==> src/pkg/bpf_pkg.sv <==
package bpf_pkg;
    localparam int BPF_CLK_HZ = 25_000_000;
    localparam int BPF_TICK_HZ = 4_000;
    localparam logic [12:0] BPF_TICK_DIV = 13'(BPF_CLK_HZ / BPF_TICK_HZ);
    // fixed detection delays, in 4 kHz ticks
    localparam logic [7:0] BPF_OVC_TICKS = 8'h10;
    localparam logic [7:0] BPF_OD_TICKS = 8'h10;
    localparam logic [7:0] BPF_DOC2_TICKS = 8'h08;
    localparam logic [7:0] BPF_SHORT_TICKS = 8'h01;
    localparam logic [7:0] BPF_COC_TICKS = 8'h04;
    // register map
    localparam logic [3:0] BPF_CFG_ADDR = 4'h0;
    localparam logic [3:0] BPF_STAT_ADDR = 4'h4;
    localparam logic [2:0] BPF_CFG_RESET = 3'h2;
    localparam int BPF_CFG_ZV_EN = 0;
    localparam int BPF_CFG_PDN = 1;
    localparam int BPF_CFG_REL_CHG = 2;
    localparam int BPF_ST_OVC = 0;
    localparam int BPF_ST_OD = 1;
    localparam int BPF_ST_DOC = 2;
    localparam int BPF_ST_COC = 3;
    localparam int BPF_ST_PM = 4;
    localparam int BPF_ST_BLK = 6;
    localparam int BPF_ST_CHG = 7;
    localparam int BPF_ST_DIS = 8;
    localparam int BPF_ST_NORM = 9;

    typedef enum logic [1:0] {
        PM_RUN = 2'b00,
        PM_PDN = 2'b01,
        PM_PSV = 2'b10
    } bpf_pm_t;

    typedef struct packed {
        logic [4:0] c_above_ovc_thr;
        logic [4:0] c_above_ovc_rel;
        logic [4:0] c_le_od_thr;
        logic [4:0] c_ge_od_rel;
        logic [4:0] c_le_zero_inh;
        logic cur_ge_doc1;
        logic cur_ge_doc2;
        logic cur_ge_short;
        logic cur_le_coc;
        logic lsn_ge_0p3;
        logic lsn_ge_0p7;
        logic lsn_gt_zero;
        logic lsn_le_third;
        logic lsn_le_doc1;
        logic chg_above_zv;
        logic cap_reached;
        logic psi_high;
        logic psi_low;
    } bpf_cmp_t;

    // counter clears when its condition drops, else climbs per tick to lim
    function automatic logic [7:0] bpf_step(input logic [7:0] cnt, input logic cond, input logic tick,
                                            input logic [7:0] lim);
        if (!cond) begin
            return 8'h00;
        end
        if (tick && cnt != lim) begin
            return cnt + 8'h01;
        end
        return cnt;
    endfunction : bpf_step
endpackage : bpf_pkg

==> src/pkg/bpf_cmp_if.sv <==
interface bpf_cmp_if;
    import bpf_pkg::*;
    bpf_cmp_t raw;
    bpf_cmp_t syncd;
    modport sync (input raw, output syncd);
    modport core (output raw, input syncd);
endinterface : bpf_cmp_if

==> src/design/bpf_sync.sv <==
module bpf_sync
    import bpf_pkg::*;
(
    input wire logic sys_clk,
    input wire logic rst,
    bpf_cmp_if.sync cmp
);
    typedef struct packed {
        bpf_cmp_t s1;
        bpf_cmp_t s2;
    } bpf_sync_t;

    bpf_sync_t st;
    bpf_sync_t next_st;

    always_comb begin
        next_st.s1 = cmp.raw;
        next_st.s2 = st.s1;
    end

    always_ff @(posedge sys_clk) begin
        if (rst) begin
            // idle pin levels, so that no false charger or wake edge follows reset
            st <= '{s1: '{lsn_gt_zero: 1'b1, psi_high: 1'b1, default: '0},
                    s2: '{lsn_gt_zero: 1'b1, psi_high: 1'b1, default: '0}};
        end else begin
            st <= next_st;
        end
    end

    assign cmp.syncd = st.s2;
endmodule : bpf_sync

==> src/design/bpf_top.sv <==
module bpf_top
    import bpf_pkg::*;
#(
    parameter logic [12:0] TICK_DIV = BPF_TICK_DIV
) (
    input wire logic sys_clk,
    input wire logic rst,
    input wire logic [3:0] reg_addr,
    input wire logic [31:0] reg_wdata,
    input wire logic reg_wr,
    input wire logic reg_rd,
    output logic [31:0] reg_rdata,
    input wire logic [4:0] cell_above_ovc_thr,
    input wire logic [4:0] cell_above_ovc_rel,
    input wire logic [4:0] cell_le_od_thr,
    input wire logic [4:0] cell_ge_od_rel,
    input wire logic [4:0] cell_le_zero_inh,
    input wire logic cur_ge_doc1,
    input wire logic cur_ge_doc2,
    input wire logic cur_ge_short,
    input wire logic cur_le_coc,
    input wire logic lsn_ge_0p3,
    input wire logic lsn_ge_0p7,
    input wire logic lsn_gt_zero,
    input wire logic lsn_le_third,
    input wire logic lsn_le_doc1,
    input wire logic chg_above_zv,
    input wire logic cap_reached,
    input wire logic psi_high,
    input wire logic psi_low,
    output logic charge_fet_ctrl,
    output logic discharge_fet_ctrl,
    output logic load_sense_pullup_en,
    output logic load_sense_pulldown_en,
    output logic delay_cap_charge_en
);
    typedef struct packed {
        logic [12:0] div;
        logic tick;
        bpf_pm_t pm;
        logic ovc;
        logic od;
        logic doc;
        logic coc;
        logic blk;
        logic [7:0] cnt_ovc;
        logic [7:0] cnt_od;
        logic [7:0] cnt_d2;
        logic [7:0] cnt_sh;
        logic [7:0] cnt_coc;
        logic [2:0] cfg;
        logic [31:0] rdata;
        logic chg;
        logic dis;
        logic pu;
        logic pd;
        logic cap;
    } bpf_state_t;

    bpf_state_t st;
    bpf_state_t next_st;
    bpf_cmp_if cmp_if ();
    bpf_cmp_t c;
    logic run;
    logic any_ovc;
    logic any_od;
    logic zv_block;
    logic doc_trip;
    logic [31:0] status;

    assign cmp_if.raw = '{
        c_above_ovc_thr: cell_above_ovc_thr,
        c_above_ovc_rel: cell_above_ovc_rel,
        c_le_od_thr: cell_le_od_thr,
        c_ge_od_rel: cell_ge_od_rel,
        c_le_zero_inh: cell_le_zero_inh,
        cur_ge_doc1: cur_ge_doc1,
        cur_ge_doc2: cur_ge_doc2,
        cur_ge_short: cur_ge_short,
        cur_le_coc: cur_le_coc,
        lsn_ge_0p3: lsn_ge_0p3,
        lsn_ge_0p7: lsn_ge_0p7,
        lsn_gt_zero: lsn_gt_zero,
        lsn_le_third: lsn_le_third,
        lsn_le_doc1: lsn_le_doc1,
        chg_above_zv: chg_above_zv,
        cap_reached: cap_reached,
        psi_high: psi_high,
        psi_low: psi_low
    };

    bpf_sync u_sync (
        .sys_clk(sys_clk),
        .rst(rst),
        .cmp(cmp_if.sync)
    );

    assign c = cmp_if.syncd;

    always_comb begin
        status = '0;
        status[BPF_ST_OVC] = st.ovc;
        status[BPF_ST_OD] = st.od;
        status[BPF_ST_DOC] = st.doc;
        status[BPF_ST_COC] = st.coc;
        status[BPF_ST_PM +: 2] = st.pm;
        status[BPF_ST_BLK] = st.blk;
        status[BPF_ST_CHG] = st.chg;
        status[BPF_ST_DIS] = st.dis;
        status[BPF_ST_NORM] = st.chg && st.dis;
    end

    always_comb begin
        next_st = st;
        run = (st.pm == PM_RUN);
        any_ovc = |c.c_above_ovc_thr;
        any_od = |c.c_le_od_thr;
        next_st.tick = 1'b0;
        if (st.div >= TICK_DIV - 13'h0001) begin
            next_st.div = '0;
            next_st.tick = 1'b1;
        end else begin
            next_st.div = st.div + 13'h0001;
        end

        // register bus: config is writable, status read-only
        if (reg_wr && reg_addr == BPF_CFG_ADDR) begin
            next_st.cfg = reg_wdata[2:0];
        end
        next_st.rdata = '0;
        if (reg_rd) begin
            case (reg_addr)
                BPF_CFG_ADDR: next_st.rdata = {29'h0, st.cfg};
                BPF_STAT_ADDR: next_st.rdata = status;
                default: next_st.rdata = '0;
            endcase
        end

        next_st.cnt_ovc = bpf_step(st.cnt_ovc, run && !st.ovc && any_ovc, st.tick, BPF_OVC_TICKS);
        next_st.cnt_od = bpf_step(st.cnt_od, run && !st.od && any_od, st.tick, BPF_OD_TICKS);
        next_st.cnt_d2 = bpf_step(st.cnt_d2, run && !st.doc && c.cur_ge_doc2, st.tick, BPF_DOC2_TICKS);
        next_st.cnt_sh = bpf_step(st.cnt_sh, run && !st.doc && c.cur_ge_doc2, st.tick, BPF_SHORT_TICKS);
        next_st.cnt_coc = bpf_step(st.cnt_coc, run && !st.coc && c.cur_le_coc, st.tick, BPF_COC_TICKS);

        if (run && !st.ovc && any_ovc && st.cnt_ovc == BPF_OVC_TICKS) begin
            next_st.ovc = 1'b1;
        end
        if (run && st.ovc && ((!c.lsn_ge_0p3 && !(|c.c_above_ovc_rel)) || (c.lsn_ge_0p3 && !any_ovc))) begin
            next_st.ovc = 1'b0;
        end

        if (run && !st.od && any_od && st.cnt_od == BPF_OD_TICKS) begin
            next_st.od = 1'b1;
        end
        if (run && st.od && ((!c.lsn_gt_zero && !any_od) || (c.lsn_gt_zero && (&c.c_ge_od_rel)))) begin
            next_st.od = 1'b0;
        end

        doc_trip = 1'b0;
        if (c.cur_ge_doc1 && c.cap_reached) begin
            doc_trip = 1'b1;
        end
        if (c.cur_ge_doc2 && st.cnt_d2 == BPF_DOC2_TICKS) begin
            doc_trip = 1'b1;
        end
        if (c.cur_ge_short && st.cnt_sh == BPF_SHORT_TICKS) begin
            doc_trip = 1'b1;
        end
        if (run && !st.doc && doc_trip) begin
            next_st.doc = 1'b1;
        end
        if (run && st.doc && !st.cfg[BPF_CFG_REL_CHG] && c.lsn_le_third) begin
            next_st.doc = 1'b0;
        end
        if (run && st.doc && st.cfg[BPF_CFG_REL_CHG] && c.lsn_le_doc1) begin
            next_st.doc = 1'b0;
        end

        if (run && !st.coc && c.cur_le_coc && st.cnt_coc == BPF_COC_TICKS) begin
            next_st.coc = 1'b1;
        end
        if (run && st.coc && c.lsn_ge_0p3) begin
            next_st.coc = 1'b0;
        end

        // startup block released by charger or short
        if (run && st.blk && !c.lsn_gt_zero) begin
            next_st.blk = 1'b0;
        end

        case (st.pm)
            PM_RUN: begin
                if (st.cfg[BPF_CFG_PDN] && st.od && st.pu && c.lsn_ge_0p7) begin
                    next_st.pm = PM_PDN;
                end
            end
            PM_PDN: begin
                if (!c.lsn_ge_0p7) begin
                    next_st.pm = PM_RUN;
                end
            end
            PM_PSV: begin
                if (c.psi_high) begin
                    next_st.pm = PM_RUN;
                    next_st.ovc = 1'b0;
                    next_st.od = 1'b0;
                    next_st.doc = 1'b0;
                    next_st.coc = 1'b0;
                    next_st.blk = 1'b0;
                end
            end
            default: next_st.pm = PM_RUN;
        endcase
        if (c.psi_low) begin
            next_st.pm = PM_PSV;
        end

        zv_block = (|c.c_le_zero_inh) && !st.cfg[BPF_CFG_ZV_EN];
        if ((|c.c_le_zero_inh) && st.cfg[BPF_CFG_ZV_EN] && !c.chg_above_zv) begin
            zv_block = 1'b1;
        end

        // outputs follow next state so pins match status in the same cycle
        // flags combine independently
        next_st.chg = (next_st.pm == PM_RUN) && !next_st.ovc && !next_st.coc && !zv_block;
        // both high only when all clear
        next_st.dis = (next_st.pm == PM_RUN) && !next_st.od && !next_st.doc && !next_st.blk;
        next_st.pu = (next_st.pm != PM_PSV) && ((next_st.od && st.cfg[BPF_CFG_PDN]) || next_st.coc
                     || (next_st.doc && st.cfg[BPF_CFG_REL_CHG]));
        next_st.pd = (next_st.pm == PM_RUN) && next_st.doc && !st.cfg[BPF_CFG_REL_CHG];
        // charge delay capacitor on level one
        next_st.cap = (next_st.pm == PM_RUN) && !next_st.doc && c.cur_ge_doc1;
    end

    always_ff @(posedge sys_clk) begin
        if (rst) begin
            st <= '{div: '0, tick: 1'b0, pm: PM_RUN, cfg: BPF_CFG_RESET, blk: 1'b1, default: '0};
        end else begin
            st <= next_st;
        end
    end

    assign reg_rdata = st.rdata;
    assign charge_fet_ctrl = st.chg;
    assign discharge_fet_ctrl = st.dis;
    assign load_sense_pullup_en = st.pu;
    assign load_sense_pulldown_en = st.pd;
    assign delay_cap_charge_en = st.cap;
endmodule : bpf_top

==> config.mk <==
export PLATFORM = sky130hd
export DESIGN_NAME = bpf_top
export DESIGN_NICKNAME = d
export VERILOG_FILES = /design/src/pkg/bpf_pkg.sv /design/src/pkg/bpf_cmp_if.sv /design/src/design/bpf_sync.sv /design/src/design/bpf_top.sv
export SDC_FILE = /design/constraint.sdc
export NUM_CORES = 1
export LEC_CHECK = 0
export ABC_AREA = 0
export BUFFER_PORTS_ARGS = -buffer_cell sky130_fd_sc_hd__buf_2
export CAP_MARGIN = 40
export CORE_UTILIZATION = 54
export DETAILED_ROUTE_END_ITERATION = 8
export GPL_TIMING_DRIVEN = 0
export HOLD_SLACK_MARGIN = 0.1
export PLACE_DENSITY_LB_ADDON = 0.1
export SLEW_MARGIN = 25
export SYNTH_ARGS = -nofsm -noshare
export SYNTH_HDL_FRONTEND = slang
export SYNTH_SLANG_ARGS = --single-unit
export TNS_END_PERCENT = 20
==> constraint.sdc <==
create_clock -name sys_clk -period 2.28 [get_ports sys_clk]
set_clock_uncertainty 0.15 [all_clocks]
set_input_delay 0.228 -clock sys_clk [delete_from_list [all_inputs] [get_ports sys_clk]]
set_output_delay 0.228 -clock sys_clk [all_outputs]
set_load 0.01 [all_outputs]
# Yosys cells after proc, flatten, opt, wreduce, memory -nomap -nowiden
# Index checks and enable logic that the tools add are counted.
totals:
  out_inout_bits: 37
  reg_bits: 177
  elab_cells: 224
  input_bits: 78
op_classes:
  n_mux: 51
  n_eq_ne: 19
  add_sub_neg: 6
  bitwise_logic: 1
  magnitude_cmp: 1
  n_reduce_logical: 90
op_table:
  columns: ["cell", "count"]
  rows:
  - ["$mux 8", 19]
  - ["$logic_and 1x1->1", 58]
  - ["$add 8x1->8 const B", 5]
  - ["$mux 1", 25]
  - ["$pmux 10 s2", 1]
  - ["$reduce_or 5->1", 4]
  - ["$logic_not 1->1", 18]
  - ["$eq 8x5->1 const B", 2]
  - ["$ne 8x5->1 const B", 2]
  - ["$add 13x1->13 const B", 1]
  - ["$ge 13x13->1 const B", 1]
  - ["$eq 8x1->1 const B", 1]
  - ["$eq 8x3->1 const B", 1]
  - ["$eq 8x4->1 const B", 1]
  - ["$ne 8x1->1 const B", 1]
  - ["$ne 8x3->1 const B", 1]
  - ["$ne 8x4->1 const B", 1]
  - ["$mux 7", 1]
  - ["$mux 2", 3]
  - ["$ne 2x1->1 const B", 3]
  - ["$ne 2x2->1 const B", 3]
  - ["$pmux 2 s3", 1]
  - ["$mux 5", 1]
  - ["$reduce_and 5->1", 1]
  - ["8 further kinds", 13]

# Depth between registers and ports, before layout
depth:
  depth_word: 15
  ltp_mapped: 8
  depth_no_buf: 7

# Modules after synthesis
# A second synthesis with hierarchy kept.
hier_totals:
  cells_unflattened: 597
  area_unflattened_um2: 5949.5
by_module_without_submodules:
  columns: ["module", "n_inst", "cells_per_inst", "area_per_inst_um2", "seq_area_each_um2"]
  rows:
  - ["bpf_top", 1, 437, 3900.0, 1581.5]
  - ["bpf_sync", 1, 160, 2049.5, 1521.5]

# Least setup slack after synthesis
# No wires, ideal clock.
synth_path:
  kind: "register to register"
  from: "reg st[56] (netlist bit)"
  to: "reg st (netlist bit discharge_fet_ctrl)"
  n_path_buf: 0
  path_slack_ps: 492
  stages_incl_launch_ff: 8
  setup_time_ps: 117
  period_less_slack_ps: 1788
  t_arrival_ps: 1520
  required_ps: 2013
  cell_sequence: "dfxtp_1 -> inv_1 -> ha_1 -> nor4b_1 -> a32oi_1 -> o211ai_1 -> o21ai_0 -> and4bb_2"
synth_via:
  elab_chain_cells: 13
synth_rtl:
  columns: ["element", "line", "source"]
  rows:
  - ["from (decl)", "bpf_top.sv:60", "bpf_state_t st;"]
  - ["from (signal assigned)", "bpf_top.sv:239", "st <= next_st;"]
  - ["$eq 8x4->1 (*)", "bpf_top.sv:163", "if (c.cur_ge_doc2 && st.cnt_d2 == BPF_DOC2_TICKS) begin"]
  - ["$logic_and 1x1->1 (*)", "bpf_top.sv:163", null]
  - ["$mux 1 (*)", "bpf_top.sv:163", null]
  - ["$mux 1 (*)", "bpf_top.sv:166", "if (c.cur_ge_short && st.cnt_sh == BPF_SHORT_TICKS) begin"]
  - ["$logic_and 1x1->1 (*)", "bpf_top.sv:169", "if (run && !st.doc && doc_trip) begin"]
  - ["$mux 1 (*)", "bpf_top.sv:169", null]
  - ["$mux 1 (*)", "bpf_top.sv:172", "if (run && st.doc && !st.cfg[BPF_CFG_REL_CHG] && c.lsn_le_third) begin"]
  - ["$mux 1 (*)", "bpf_top.sv:175", "if (run && st.doc && st.cfg[BPF_CFG_REL_CHG] && c.lsn_le_doc1) begin"]
  - ["$mux 7", "bpf_top.sv:203", "if (c.psi_high) begin"]
  - ["$mux 5 (*)", "bpf_top.sv:191", "case (st.pm)"]
  - ["$logic_not 1->1 (*)", "bpf_top.sv:227", "next_st.dis = (next_st.pm == PM_RUN) && !next_st.od && !next_st.doc && !next_st.blk;"]
  - ["$logic_and 1x1->1 (*) (2 in series)", "bpf_top.sv:227", null]
# Every way passes the cells marked *; elsewhere a longest branch is shown, timed or not.
# A chain may end at the register's enable or synchronous reset.

# Final worst setup path
layout_path:
  from: "reg st[64] (netlist bit)"
  to: "reg st (netlist bit discharge_fet_ctrl)"
layout_via:
  elab_chain_cells: 10
layout_rtl:
  columns: ["element", "line", "source"]
  rows:
  - ["$eq 8x5->1 (*)", "bpf_top.sv:152", "if (run && !st.od && any_od && st.cnt_od == BPF_OD_TICKS) begin"]
  - ["$logic_and 1x1->1 (*)", "bpf_top.sv:152", null]
  - ["$mux 1 (*)", "bpf_top.sv:152", null]
  - ["$mux 1 (*)", "bpf_top.sv:155", "if (run && st.od && ((!c.lsn_gt_zero && !any_od) || (c.lsn_gt_zero && (&c.c_ge_od_rel)))) begin"]
  - ["$mux 7", "bpf_top.sv:203", null]
  - ["$mux 5 (*)", "bpf_top.sv:191", null]
  - ["$logic_not 1->1 (*)", "bpf_top.sv:227", null]
  - ["$logic_and 1x1->1 (*) (3 in series)", "bpf_top.sv:227", null]
# Marked as above.

==> results.ini <==
[routing]
route.vias.total = 4251
route.detailed.drc = 0
via_per_inst = 4.81
dr.first_iter.drc_count = 190
postRouteAntennaNets = 0
finalWirelength_um = 11400
routed_length_per_instance_um = 12.9
first_pass_iters = 5

[floorplan]
die_width_um = 105
vertical_die_dimension_um = 105
core-area_um2 = 10300
floorplan.initialDensity_pct = 55.6
die_area_um2 = 11100
total_number_of_placement_rows = 37
ios = 115

[global_route]
grt_start_max_net_pins = 17
grt.overflow.total = 0
first_pass_grt_wire_length_um = 18900
grt_antenna_before_repair = 0
track_usage_pct = 21.8
first_global_vias = 4174

[sta]
finalSetupViolations = 0
clock.fmax_ghz = 0.474
min_period_ps = 2110
timing.setup.tns_ps = 0
timing_worst_slew_pin_value_ps = 590
whs_ps = 261
slew-limit-headroom_pct = 60.7
finalHoldViolCount = 0
fin_crit_sh_pct = 92.4
rsz0062_at_grt = false
report.final.slew_viol_count = 0

[worst_setup_path]
path_cells = inv_1 > ha_1 > nor4bb_1 > nand3_1 > o32ai_1 > nand2_1 > and4bb_2
startpoint_type = flip-flop
r2r_start = st[64]$_SDFFE_PP0P_
critical_path.endpoint_type = flip-flop
cp.arrival_ps = 2370
crit_end = discharge_fet_ctrl$_SDFF_PP0_
worst_r2r_path_depth = 7
rr_endpoint = discharge_fet_ctrl$_SDFF_PP0_
critical_setup_path_class = flip-flop to flip-flop
largest_incremental_delay_on_the_critical_path_ps = 410
crit_path_start = st[64]$_SDFFE_PP0P_
worst-path-max-fanout = 3
crit_slowest_cell = o32ai_1
r2r_slack_ps = 170
worst_path_required_time_ps = 2550

[run]
timing.max_cap.violations = 0

[pwr]
power.leakage_nw = 3.07
power_report.internal_total_mw = 4.37
power.share.switching_pct = 23.8
p_total_mw = 5.73
power.combinational.fraction_pct = 5.4
p_switching_mw = 1.36
power_density_nw_per_um2 = 774
sequentialPowerShare_pct = 49.0
share_clk_of_total_power_pct = 45.5
peakVddDrop_v = 0.000581

[hold_path]
worstHoldPathCells = 1
hold_path_class = flip-flop to flip-flop

[logic_synthesis]
dominantRegCellSynth = dfxtp_1
most_used_standard_cells_in_the_synthesized_netlist = 155 x dfxtp_1, 74 x nor2b_1, 68 x nor2_1
synthesis.instances = 580
ys_top_cells_by_area = dfxtp_1 54%, nor2b_1 8.1%, xor2_1 4.7%
synth.ff_latch_count = 155
postSynth.asyncResetShare_pct = 0
post-synth-top-area-fraction_pct = 54.0
netlist_area_um2 = 5740
synth_area_leader_cell = dfxtp_1
synth.yosys.seq_area_share_pct = 54.0
yosys_warnings = 0
number_of_flops_mapped_to_enable_cells_by_yosys = 0
yosys.cell_types.count = 49
postSynthAreaPerCell_um2 = 9.90
synth.most_common_cell = dfxtp_1

[layout]
post_route_cells_drive_above_1_share_pct = 19.9
final_net_count = 824
area_delta_synth_final_pct = 28.7
n_antenna_cell = 0

[placed_design]
estimated_wirelength_of_the_detail_placed_design_um = 7700
gp_congestion = 0.794
port-buffer-count = 63

[clock_tree]
clockBufferDepth = 2
clock_latency_ps = 520
clock-root-buffer = clkbuf_8
cts_inserted_buffers = 17
clock_tree.htree_level_count = 4
worst_path_clk_slew_ps = 70
tritoncts = yes
cts_num_sinks = 155

[outcome]
status = completed

-- worst min-delay path by stage --
stage                                 startpoint                        endpoint  slack [ps]
floorplan                               psi_high    u_sync.next_st[1]$_SDFF_PP1_         180
CTS                                  lsn_gt_zero    u_sync.next_st[6]$_SDFF_PP1_         250
global route                            psi_high    u_sync.next_st[1]$_SDFF_PP1_         270
detailed placement  u_sync.next_st[6]$_SDFF_PP1_  u_sync.cmp.syncd[6]$_SDFF_PP1_         250
finish              u_sync.next_st[1]$_SDFF_PP1_  u_sync.cmp.syncd[1]$_SDFF_PP1_         260
global placement    u_sync.next_st[1]$_SDFF_PP1_  u_sync.cmp.syncd[1]$_SDFF_PP1_         250
-- through the flow --
| step | cell area [µm²] | utilization, % | cells | setup WS, ps |
|---|---|---|---|---|
| final | 7390 | 71.6 | 883 | 172 |
| after global routing | 7390 | 71.6 | 883 | 48.8 |
| after CTS | 7380 | 71.5 | 884 | 28.0 |
| after detailed placement | 6310 | 61.1 | 800 | 64.2 |
| after global placement | 6310 | 61.1 | 800 | 63.8 |
| after floorplan | 5820 | - | 601 | 492 |
-- registers in the layout, indices dropped and copies added, names as in the netlist --
name and count:
st 64, discharge_fet_ctrl 1, load_sense_pulldown_en 1, reg_rdata 10, u_sync.cmp.syncd 38, delay_cap_charge_en 1
charge_fet_ctrl 1, load_sense_pullup_en 1, u_sync.next_st 38
-- area by class of cell --
cell class                 count  area, µm²
clock inverter                14        126
multi-input combinational    385       2380
sequential                   155       3100
tap                          136        170
buffer                        46        302
fill                         769       2930
inverter                      14       52.6
clock buffer                  18        428
timing repair buffer         115        836
-- power groups by stage --
stage               logic [mW]  clock network [mW]  registers [mW]
detailed placement       0.243                   0            2.87
floorplan                0.161                   0            2.86
global route             0.340                2.78            2.81
global placement         0.238                   0            2.87
CTS                      0.308                2.64            2.81
finish                   0.311                2.61            2.81
-- critical path: cells and delay by family, from the launching register on --
| family | cells | cell delay (ps) |
|---|---|---|
| AO/OA/AOI/OAI | 1 | 410 |
| adder cells (fa/ha/maj) | 1 | 150 |
| buffers and inverters | 1 | 100 |
| flip-flops | 1 | 330 |
| AND/OR/NAND/NOR | 4 | 870 |
-- placed cells by master (no fill, tap or decap), types with 3 or more instances in the layout --
master	netlist	final
clkbuf_16	0	16
nand3b_1	4	4
inv_1	14	14
xor2_1	31	31
mux2i_1	7	7
conb_1	1	22
dfxtp_1	155	155
a31oi_1	3	3
nor2_1	68	67
inv_8	0	3
clkinv_4	0	3
nand3_1	19	19
nor3b_1	4	4
or3_1	5	5
nand4_1	20	20
clkinvlp_4	0	3
clkbuf_1	12	11
buf_4	32	32
o21ai_0	5	5
and2_1	7	7
buf_2	1	64
nor2b_1	74	74
xnor2_1	11	11
ha_1	12	12
nand2_1	25	25
or4_1	5	5
nor3_1	6	6
nor2_2	9	10
inv_6	0	5
and3_1	10	10
a21oi_1	8	8
or2_2	4	4
dlygate4sd3_1	0	52
a21boi_1	3	3
-- kinds of logic after synthesis --
family,after synthesis,share of synthesized area [%]
buf+inv,61,6.23
compound gates,30,3.59
xor+xnor,42,6.41
flops,155,54.0
other cells,1,0.0653
mux,7,1.22
simple gates,272,25.8
fa+ha+maj,12,2.61
-- routing by layer --
layer	part of all wire, %	track usage (%)	vias to the layer above
met5	0	0	-
met4	0.87	7.34	0
met3	3.9	4.80	14
met2	51	38.6	95
met1	45	26.1	1972
li1	-	-	2170
-- what timing repair did --
item	4_1_cts	5_1_grt
hold endpoints to repair	55	0
hold buffers	52	0
buffers inserted	0	0
setup endpoints to repair	0	12
gates resized for setup	0	3
No activity file was read; power rests on OpenSTA's default activity.
